File: src/verilog/irq_pkg.sv
package irq_pkg;

  // ---------------------------------------------------------------------------
  // Register map (byte offsets within the slave window)
  // ---------------------------------------------------------------------------
  localparam logic [7:0] OFS_FLAGS  = 8'h00; // Peripheral request flags 1.
  localparam logic [7:0] OFS_PRIO   = 8'h04; // Peripheral request priority 1.
  localparam logic [7:0] OFS_ENABLE = 8'h08; // Per-source enables.
  localparam logic [7:0] OFS_CTRL   = 8'h0c; // Interrupt control bits.
  localparam logic [7:0] OFS_STATUS = 8'h10; // Request output status.

  // ---------------------------------------------------------------------------
  // Field positions
  // ---------------------------------------------------------------------------
  localparam int BIT_HOST_PORT = 7;
  localparam int BIT_CONVERTER = 6;
  localparam int BIT_RECEIVE   = 5;
  localparam int BIT_TRANSMIT  = 4;
  localparam int BIT_SYNC      = 3;
  localparam int BIT_CAPCMP    = 2;
  localparam int BIT_TIMER2    = 1;
  localparam int BIT_TIMER1    = 0;

  localparam int CTRL_PRIO_EN_BIT = 0; // Priority enable.
  localparam int CTRL_LOW_EN_BIT  = 6; // Peripheral / low-priority enable.
  localparam int CTRL_HIGH_EN_BIT = 7; // Global / high-priority enable.

  localparam int STAT_HIGH_BIT = 0;
  localparam int STAT_LOW_BIT  = 1;

  // ---------------------------------------------------------------------------
  // Reset values and masks
  // ---------------------------------------------------------------------------
  localparam logic [7:0]  RST_FLAGS   = 8'h00;
  localparam logic [7:0]  RST_PRIO    = 8'hff;
  localparam logic [7:0]  RST_ENABLE  = 8'h00;
  localparam logic [7:0]  STICKY_MASK = 8'hcf; // Flags that software clears.
  localparam logic [31:0] RDATA_NONE  = 32'h0000_0000;

  // ---------------------------------------------------------------------------
  // Types
  // ---------------------------------------------------------------------------
  typedef enum logic [1:0] {
    CCP_CAPTURE  = 2'b00,
    CCP_COMPARE  = 2'b01,
    CCP_WAVEFORM = 2'b10
  } ccp_mode_t;

  typedef enum logic [1:0] {
    ST_IDLE  = 2'b00,
    ST_WRITE = 2'b01,
    ST_READ  = 2'b10
  } bus_state_t;

  typedef struct packed {
    logic        wr;    // Write strobe in the data phase.
    logic        rd;    // Read strobe in the data phase.
    logic [7:0]  addr;  // Byte offset of the access.
    logic [31:0] wdata; // Write data.
  } reg_access_t;

  typedef struct packed {
    logic prio_en;
    logic low_en;
    logic high_en;
  } irq_cfg_t;

endpackage : irq_pkg

File: src/verilog/peripheral_irq_flag_priority.sv
`timescale 1ns/1ps
`default_nettype none
module peripheral_irq_flag_priority #(
  parameter int HOST_PORT_PRESENT = 1
) (
  input  wire logic        mclk_i,             // Core clock, 40 MHz.
  input  wire logic        rst_i,              // Synchronous reset, active high.
  input  wire logic        hsel_i,             // AHB slave select.
  input  wire logic [31:0] haddr_i,            // AHB address.
  input  wire logic [1:0]  htrans_i,           // AHB transfer type.
  input  wire logic        hwrite_i,           // AHB write.
  input  wire logic [2:0]  hsize_i,            // AHB size.
  input  wire logic [31:0] hwdata_i,           // AHB write data.
  input  wire logic        hready_i,           // AHB ready.
  output logic [31:0]      hrdata_o,           // AHB read data.
  output logic             hreadyout_o,        // AHB slave ready.
  output logic             hresp_o,            // AHB response.
  input  wire logic        host_port_access_i, // Pulse: host port read or write.
  input  wire logic        converter_done_i,   // Pulse: conversion finished.
  input  wire logic        receive_full_i,     // Level: receive buffer full.
  input  wire logic        transmit_empty_i,   // Level: transmit buffer empty.
  input  wire logic        sync_serial_done_i, // Pulse: serial transfer done.
  input  wire logic        capture_evt_i,      // Pulse: timer 1 capture.
  input  wire logic        compare_evt_i,      // Pulse: timer 1 compare match.
  input  wire logic [1:0]  ccp_mode_i,         // Capture/compare unit mode.
  input  wire logic        timer2_match_i,     // Pulse: timer 2 equals period.
  input  wire logic        timer1_ovf_i,       // Pulse: timer 1 overflow.
  output logic             high_req_o,         // High-priority request.
  output logic             low_req_o           // Low-priority request.
);

  // ---------------------------------------------------------------------------
  // Parameter check
  // ---------------------------------------------------------------------------

  // Only present (1) or absent (0) is meaningful for the host port.
  // The small package has no host port;
  // its flag then always reads zero.
  if (HOST_PORT_PRESENT != 0 && HOST_PORT_PRESENT != 1) begin : g_bad_param
    $error("HOST_PORT_PRESENT must be 0 or 1");
  end

  // ---------------------------------------------------------------------------
  // Address decode
  // ---------------------------------------------------------------------------

  // Matches an access offset against a register offset.
  // Only address bits 7:0 are decoded, so
  // the register window repeats upward,
  // and the size field is not checked.
  function automatic logic reg_hit(input logic [7:0] addr, input logic [7:0] ofs);
    reg_hit = (addr == ofs);
  endfunction : reg_hit

  // ---------------------------------------------------------------------------
  // Declarations
  // ---------------------------------------------------------------------------

  // Each _q is a flop, each _d its next value.
  irq_pkg::reg_access_t acc;
  irq_pkg::irq_cfg_t    cfg;
  logic [31:0]          rdata;
  logic [7:0]           flag_q,   flag_d;
  logic [7:0]           prio_q,   prio_d;
  logic [7:0]           enable_q, enable_d;
  logic                 prio_en_q, prio_en_d;
  logic                 low_en_q,  low_en_d;
  logic                 high_en_q, high_en_d;
  logic [7:0]           set_evt;
  logic [7:0]           sticky_wr;
  logic [7:0]           impl_mask;
  logic                 capcmp_evt;
  logic                 high_req, low_req;

  // ---------------------------------------------------------------------------
  // Bus slave
  // ---------------------------------------------------------------------------

  // The bus front end turns AHB-Lite phases into register strobes.
  // Writes take no wait state; reads take one,
  // giving the read multiplexer a full cycle.
  ahb_reg_port u_port (
    .mclk_i      (mclk_i),
    .rst_i       (rst_i),
    .hsel_i      (hsel_i),
    .haddr_i     (haddr_i),
    .htrans_i    (htrans_i),
    .hwrite_i    (hwrite_i),
    .hsize_i     (hsize_i),
    .hwdata_i    (hwdata_i),
    .hready_i    (hready_i),
    .rdata_i     (rdata),
    .access_o    (acc),
    .hrdata_o    (hrdata_o),
    .hreadyout_o (hreadyout_o),
    .hresp_o     (hresp_o)
  );

  // ---------------------------------------------------------------------------
  // Source events
  // ---------------------------------------------------------------------------

  // The capture/compare source counts only in the matching mode.
  // Waveform mode and the spare code drop
  // any event pulse.
  always_comb begin
    case (irq_pkg::ccp_mode_t'(ccp_mode_i))
      irq_pkg::CCP_CAPTURE:  capcmp_evt = capture_evt_i;
      irq_pkg::CCP_COMPARE:  capcmp_evt = compare_evt_i;
      irq_pkg::CCP_WAVEFORM: capcmp_evt = 1'b0;
      default:               capcmp_evt = 1'b0;
    endcase
  end

  // Gather set events; no enable of any kind gates them.
  // Bits 5 and 4 are levels, not events,
  // and are handled apart below.
  always_comb begin
    set_evt                         = 8'h00;
    set_evt[irq_pkg::BIT_HOST_PORT] = host_port_access_i;
    set_evt[irq_pkg::BIT_CONVERTER] = converter_done_i;
    set_evt[irq_pkg::BIT_SYNC]      = sync_serial_done_i;
    set_evt[irq_pkg::BIT_CAPCMP]    = capcmp_evt;
    set_evt[irq_pkg::BIT_TIMER2]    = timer2_match_i;
    set_evt[irq_pkg::BIT_TIMER1]    = timer1_ovf_i;
  end

  // Bits that exist in this build; the host port bit is gone without the port.
  // Masking next value and read path keeps
  // a missing bit at zero.
  always_comb begin
    impl_mask                         = 8'hff;
    impl_mask[irq_pkg::BIT_HOST_PORT] = (HOST_PORT_PRESENT == 1);
  end

  // Software write data for the flag register.
  assign sticky_wr = acc.wdata[7:0];

  // ---------------------------------------------------------------------------
  // Request flags
  // ---------------------------------------------------------------------------

  // Sticky flags: a write stores the bit, an event in the same cycle wins.
  // So a clear never hides an event that
  // software has not yet seen; software
  // clears a flag before enabling it and
  // again after servicing it.
  for (genvar i = 0; i < 8; i++) begin : g_flag
    if (irq_pkg::STICKY_MASK[i]) begin : g_sticky
      always_comb begin
        if (acc.wr && reg_hit(acc.addr, irq_pkg::OFS_FLAGS)) begin
          flag_d[i] = (sticky_wr[i] | set_evt[i]) & impl_mask[i];
        end else begin
          flag_d[i] = (flag_q[i] | set_evt[i]) & impl_mask[i];
        end
      end
    end else begin : g_level
      // Buffer-state flags track their source and ignore writes.
      // The serial unit drops the level when
      // its buffer is read or written.
      always_comb begin
        if (i == irq_pkg::BIT_RECEIVE) begin
          flag_d[i] = receive_full_i;
        end else begin
          flag_d[i] = transmit_empty_i;
        end
      end
    end
  end

  // ---------------------------------------------------------------------------
  // Priority, enable and control registers
  // ---------------------------------------------------------------------------

  // Software-written configuration registers.
  // Only write data bits 7:0 matter; control
  // keeps just its three defined bits.
  always_comb begin
    prio_d    = prio_q;
    enable_d  = enable_q;
    prio_en_d = prio_en_q;
    low_en_d  = low_en_q;
    high_en_d = high_en_q;
    if (acc.wr) begin
      if (reg_hit(acc.addr, irq_pkg::OFS_PRIO)) begin
        prio_d = acc.wdata[7:0];
      end
      if (reg_hit(acc.addr, irq_pkg::OFS_ENABLE)) begin
        enable_d = acc.wdata[7:0];
      end
      if (reg_hit(acc.addr, irq_pkg::OFS_CTRL)) begin
        prio_en_d = acc.wdata[irq_pkg::CTRL_PRIO_EN_BIT];
        low_en_d  = acc.wdata[irq_pkg::CTRL_LOW_EN_BIT];
        high_en_d = acc.wdata[irq_pkg::CTRL_HIGH_EN_BIT];
      end
    end
  end

  // Register all software-visible state.
  // Reset sets all priorities high and all
  // enables low: no request until set up.
  always_ff @(posedge mclk_i) begin
    if (rst_i) begin
      flag_q    <= irq_pkg::RST_FLAGS;
      prio_q    <= irq_pkg::RST_PRIO;
      enable_q  <= irq_pkg::RST_ENABLE;
      prio_en_q <= 1'b0;
      low_en_q  <= 1'b0;
      high_en_q <= 1'b0;
    end else begin
      flag_q    <= flag_d;
      prio_q    <= prio_d;
      enable_q  <= enable_d;
      prio_en_q <= prio_en_d;
      low_en_q  <= low_en_d;
      high_en_q <= high_en_d;
    end
  end

  // ---------------------------------------------------------------------------
  // Read data
  // ---------------------------------------------------------------------------

  // Read multiplexer; unmapped offsets read as zero.
  // Active only in the read wait cycle; the
  // bus front end registers its result.
  // Status shows the registered requests.
  always_comb begin
    rdata = irq_pkg::RDATA_NONE;
    if (acc.rd) begin
      if (reg_hit(acc.addr, irq_pkg::OFS_FLAGS)) begin
        rdata[7:0] = flag_q & impl_mask;
      end
      if (reg_hit(acc.addr, irq_pkg::OFS_PRIO)) begin
        rdata[7:0] = prio_q;
      end
      if (reg_hit(acc.addr, irq_pkg::OFS_ENABLE)) begin
        rdata[7:0] = enable_q;
      end
      if (reg_hit(acc.addr, irq_pkg::OFS_CTRL)) begin
        rdata[irq_pkg::CTRL_PRIO_EN_BIT] = prio_en_q;
        rdata[irq_pkg::CTRL_LOW_EN_BIT]  = low_en_q;
        rdata[irq_pkg::CTRL_HIGH_EN_BIT] = high_en_q;
      end
      if (reg_hit(acc.addr, irq_pkg::OFS_STATUS)) begin
        rdata[irq_pkg::STAT_HIGH_BIT] = high_req;
        rdata[irq_pkg::STAT_LOW_BIT]  = low_req;
      end
    end
  end

  // ---------------------------------------------------------------------------
  // Request outputs
  // ---------------------------------------------------------------------------

  // Enables steer the requests; they never gate the flags themselves.
  // With priority, the enables gate the two
  // levels; without it, both must be set and
  // the one request uses the high line.
  assign cfg.prio_en = prio_en_q;
  assign cfg.low_en  = low_en_q;
  assign cfg.high_en = high_en_q;

  // Priority resolution into the two request lines.
  // Registered inside, so both outputs come
  // from flops, one edge after a flag.
  irq_priority_resolve #(
    .N (8)
  ) u_resolve (
    .mclk_i     (mclk_i),
    .rst_i      (rst_i),
    .pending_i  (flag_q & enable_q & impl_mask),
    .prio_i     (prio_q),
    .cfg_i      (cfg),
    .high_req_o (high_req),
    .low_req_o  (low_req)
  );

  // Requests to the core's vectoring logic.
  assign high_req_o = high_req;
  assign low_req_o  = low_req;

endmodule : peripheral_irq_flag_priority
`default_nettype wire

File: src/verilog/ahb_reg_port.sv
`timescale 1ns/1ps
`default_nettype none
module ahb_reg_port (
  input  wire logic                 mclk_i,      // Core clock.
  input  wire logic                 rst_i,       // Synchronous reset.
  input  wire logic                 hsel_i,      // Slave select.
  input  wire logic [31:0]          haddr_i,     // Address.
  input  wire logic [1:0]           htrans_i,    // Transfer type.
  input  wire logic                 hwrite_i,    // Write direction.
  input  wire logic [2:0]           hsize_i,     // Transfer size.
  input  wire logic [31:0]          hwdata_i,    // Write data.
  input  wire logic                 hready_i,    // Bus ready.
  input  wire logic [31:0]          rdata_i,     // Read data from registers.
  output irq_pkg::reg_access_t      access_o,    // Register access strobes.
  output logic [31:0]               hrdata_o,    // Read data.
  output logic                      hreadyout_o, // Slave ready.
  output logic                      hresp_o      // Response, always OKAY.
);

  irq_pkg::bus_state_t state_q, state_d;
  logic [7:0]          addr_q, addr_d;
  logic [31:0]         hrdata_q, hrdata_d;
  logic                rdy_q, rdy_d;
  logic                take;

  // Only word transfers are used; size is accepted as a whole word.
  assign take = hsel_i & htrans_i[1] & hready_i & (state_q != irq_pkg::ST_READ);

  // Next state: writes finish with no wait, reads insert one wait state.
  always_comb begin
    state_d  = irq_pkg::ST_IDLE;
    addr_d   = addr_q;
    hrdata_d = hrdata_q;
    if (state_q == irq_pkg::ST_READ) begin
      hrdata_d = rdata_i;
    end
    if (take) begin
      addr_d  = haddr_i[7:0];
      state_d = hwrite_i ? irq_pkg::ST_WRITE : irq_pkg::ST_READ;
    end
    rdy_d = (state_d != irq_pkg::ST_READ);
  end

  // State registers.
  always_ff @(posedge mclk_i) begin
    if (rst_i) begin
      state_q  <= irq_pkg::ST_IDLE;
      addr_q   <= 8'h00;
      hrdata_q <= irq_pkg::RDATA_NONE;
      rdy_q    <= 1'b1;
      hresp_o  <= 1'b0;
    end else begin
      state_q  <= state_d;
      addr_q   <= addr_d;
      hrdata_q <= hrdata_d;
      rdy_q    <= rdy_d;
      hresp_o  <= 1'b0;
    end
  end

  // Strobes to the register file and bus outputs.
  assign access_o.wr    = (state_q == irq_pkg::ST_WRITE);
  assign access_o.rd    = (state_q == irq_pkg::ST_READ);
  assign access_o.addr  = addr_q;
  assign access_o.wdata = hwdata_i;
  assign hrdata_o       = hrdata_q;
  assign hreadyout_o    = rdy_q;

endmodule : ahb_reg_port
`default_nettype wire

File: src/verilog/irq_priority_resolve.sv
`timescale 1ns/1ps
`default_nettype none
module irq_priority_resolve #(
  parameter int N = 8
) (
  input  wire logic              mclk_i,     // Core clock.
  input  wire logic              rst_i,      // Synchronous reset.
  input  wire logic [N-1:0]      pending_i,  // Set and enabled flags.
  input  wire logic [N-1:0]      prio_i,     // 1 high, 0 low.
  input  wire irq_pkg::irq_cfg_t cfg_i,      // Global enables.
  output logic                   high_req_o, // High-priority request.
  output logic                   low_req_o   // Low-priority request.
);

  // At least one source is needed.
  if (N < 1) begin : g_bad_n
    $error("N must be at least 1");
  end

  logic high_d, low_d;

  // Split pending sources by priority, or merge them into one level.
  always_comb begin
    if (cfg_i.prio_en) begin
      high_d = cfg_i.high_en & |(pending_i & prio_i);
      low_d  = cfg_i.high_en & cfg_i.low_en & |(pending_i & ~prio_i);
    end else begin
      high_d = cfg_i.high_en & cfg_i.low_en & |pending_i;
      low_d  = 1'b0;
    end
  end

  // Request registers.
  always_ff @(posedge mclk_i) begin
    if (rst_i) begin
      high_req_o <= 1'b0;
      low_req_o  <= 1'b0;
    end else begin
      high_req_o <= high_d;
      low_req_o  <= low_d;
    end
  end

endmodule : irq_priority_resolve
`default_nettype wire

File: config.mk
export PLATFORM = sky130hd
export DESIGN_NAME = peripheral_irq_flag_priority
export DESIGN_NICKNAME = d
export VERILOG_FILES = /design/src/verilog/irq_pkg.sv /design/src/verilog/peripheral_irq_flag_priority.sv /design/src/verilog/ahb_reg_port.sv /design/src/verilog/irq_priority_resolve.sv
export SDC_FILE = /design/constraint.sdc
export NUM_CORES = 1
export LEC_CHECK = 0
export BUFFER_PORTS_ARGS = -buffer_cell sky130_fd_sc_hd__buf_2
export CAP_MARGIN = 10
export CORE_ASPECT_RATIO = 1.25
export CORE_UTILIZATION = 35
export DETAILED_ROUTE_END_ITERATION = 16
export PLACE_DENSITY = 0.7
export SLEW_MARGIN = 20
export SYNTH_ARGS = -nofsm -noshare
export SYNTH_HDL_FRONTEND = slang
export SYNTH_SLANG_ARGS = --single-unit
File: constraint.sdc
create_clock -name mclk_i -period 2.2 [get_ports mclk_i]
set_clock_uncertainty 0.1 [all_clocks]
set_input_delay 0 -clock mclk_i [delete_from_list [all_inputs] [get_ports mclk_i]]
set_output_delay 0 -clock mclk_i [all_outputs]
set_load 0.01 [all_outputs]
==> impl_metrics.csv <==
group,metric,value,unit
outcome,status,"completed",
sta,setup_tns,0,ns
cts,clkLatencyLatePin,0.30,ns
global_route,grtUsageTotal,0.152,
finish,antenna_cells,0,
finish,drive_above_1_share,0.190,
power_and_ir_drop,leakage,1.32,nW
synth,synth_area,0.00235,mm^2
critical_path,critPathLaunchType,"flop",
synth,synth_area_per_cell,9.07,um^2
synth,synthTopCellsByArea,"dfxtp_1 (41%), mux2i_1 (10%), buf_4 (8.0%)",
finish,area_growth,23.0,%
die,die_y,93.6,um
sta,timing.fmax,537,MHz
drt,vias,1978,
cts,post-cts-setup-buffer-count,0,
sta,fin_worst_hold_slack,0.0267,ns
critical_path,path_class,"reg2reg",
finish,final_cell_mix,"dfxtp_1 (48), buf_2 (43), nor2_1 (37)",
global_route,grt_pass1_wl,8060,um
synth,synth_seq_cells,48,
critical_path,end_kind,"flop",
placed_design,dp_hpwl,3660,um
placed_design,gp_congestion,0.886,
drt,drt_wl_total,4990,um
synth,synthCells,259,
global_route,antenna_found_initial,0,
synth,ys_seq_area_frac,0.409,
placed_design,dpl.cell_count,380,
finish,seqCellArea,961,um^2
cts,cts-buffers-inserted,5,
cts,clock-sinks,48,
drt,wl_met3,241,um
sta,setup_viol,0,
die,rows,33,
cts,post_cts_resize_count,0,
drt,first_pass_iters,4,
drt,drt_iter0_drc,77,
cts,htreeDepth,2,
critical_path,critPathMaxFanout,16,
synth,yosys.cell_types.count,35,
sta,maxSlewHeadroom,0.597,
global_route,first_global_vias,1795,
synth,synth_top_area_share,0.409,
global_route,grt_max_degree,35,
drt,drc_errors,0,
finish,fillers,685,
sta,worst_pin_slew,0.603,ns
drt,dr_wl_met2,2540,um
run,max-cap-violations,0,
die,initial_core_util,0.360,
placed_design,dp_slack,0.357,ns
die,dieArea,0.00704,mm^2
finish,final_nets,410,
drt,vias_per_cell,4.79,
drt,wl_met1,2100,um
sta,rsz0062_at_grt,"false",
power_and_ir_drop,power.density,560,mW/mm^2
global_route,grt_overflow,0,
die,core_area,0.00652,mm^2
sta,finalCriticalPeriod,1.86,ns
cts,root_buffer,"clkbuf_8",
finish,finalNonFillerCells,413,
drt,routed.top_layer,"met4",
finish,multiInputGateArea,0.00119,mm^2
critical_path,required,2.29,ns
die,die_w,75.3,um
worst_hold_path,hp-class,"in2reg",
cts,cts_hold_buf,25,
synth,yosys.area.top_type,"dfxtp_1",
sta,slew_viol_final,0,
synth,synth.yosys.warnings,0,
sta,final.setup.worst_slack,0.339,ns
finish,layout_commonest_cell,"dfxtp_1",
cts,cts_tree,"yes",
cts,clk_path_buf_depth,2,
placed_design,io_buffers,43,
drt,drtAntennaViolNets,0,
drt,wl_per_cell,12.1,um
die,num_io_pins,121,
power_and_ir_drop,peakVddDrop,0.190,mV
cts,clkTransAtPathRegs,0.08,ns
sta,timing_hold_violations_final,0,
critical_path,worstPathArrival,1.95,ns
sta,fin_crit_sh,0.846,
cells in the mapped netlist, drive strengths merged:
cell type,instances
dfxtp,48
nor2,37
buf,32
mux2i,24
a21oi,16
nand2,16
nand3,13
inv,9
a211o,8
a22oi,7
clkbuf,6
nor2b,5
nand4,4
nor3,4
nor4,4
o22ai,4
o2bb2ai,4
mux4,3
nand3b,2
nor4b,2
o21ai,2
a311oi,1
and3,1
conb,1
nand2b,1
nand4b,1
nor3b,1
o21a,1
or3,1
or4,1
state kept, by name, indices dropped and copies added, names as in the netlist:
| name | flops |
|---|---|
| u_resolve.high_req_o | 1 |
| u_port.hreadyout_o | 1 |
| u_port.hrdata_o | 8 |
| low_en_q | 1 |
| high_en_q | 1 |
| u_port.addr_q | 8 |
| enable_q | 8 |
| flag_q | 8 |
| prio_q | 8 |
| u_port.state_q | 2 |
| prio_en_q | 1 |
| u_resolve.low_req_o | 1 |
metrics by stage:
step / area (um^2) / power, W / util
finish: 2890 / 0.00162 / 0.443
global route: 2890 / 0.00170 / 0.443
CTS: 2890 / 0.00163 / 0.443
detailed placement: 2550 / 0.00108 / 0.391
global placement: 2550 / 0.00108 / 0.391
floorplan: 2440 / 0.00106 / -
cell type report:
type                    instances  share of cell area
clock buffers                   8              0.0312
multi-input cells             188               0.413
flip-flops and latches         48               0.333
repair buffers                 73               0.174
well taps                      87              0.0377
inverters                       9              0.0117
critical path, cell delays in order, from the launching register on:
cell and delay [ns]:
dfxtp_1 0.53, nor2b_1 0.51, nand3_4 0.26, a211o_1 0.35
kinds of logic after synthesis:
family,Yosys count,share of synthesized area
and+or+nand+nor,93,0.214
DFF,48,0.409
AOI/OAI and AO/OA,43,0.123
muxes,27,0.131
other,1,0.00160
buffers and inverters,47,0.121
final timing paths:
check / startpoint / endpoint / slack, ns / depth (start not counted)
worst min-delay path: capture_evt_i / flag_q[2] / 0.03 / 5
worst max-delay path: u_port.addr_q[2] / prio_q[4] / 0.34 / 3
worst min register to register: u_port.hrdata_o[1] / u_port.hrdata_o[1] / 0.35 / 2
worst max register to register: u_port.addr_q[2] / prio_q[4] / 0.34 / 3
report_power, final:
part | internal [W] | total [W] | switching [W]
registers | 0.000886 | 0.000910 | 0.0000240
logic | 0.0000937 | 0.000184 | 0.0000902
clock network | 0.000256 | 0.000524 | 0.000268
total | 0.00124 | 0.00162 | 0.000382
metal layers:
| layer | global-route usage | vias up |
|---|---|---|
| met2 | 0.273 | 51 |
| met5 | 0 | - |
| li1 | - | 992 |
| met3 | 0.0409 | 10 |
| met4 | 0.0633 | 0 |
| met1 | 0.164 | 925 |
(Power assumes the default switching activity.)
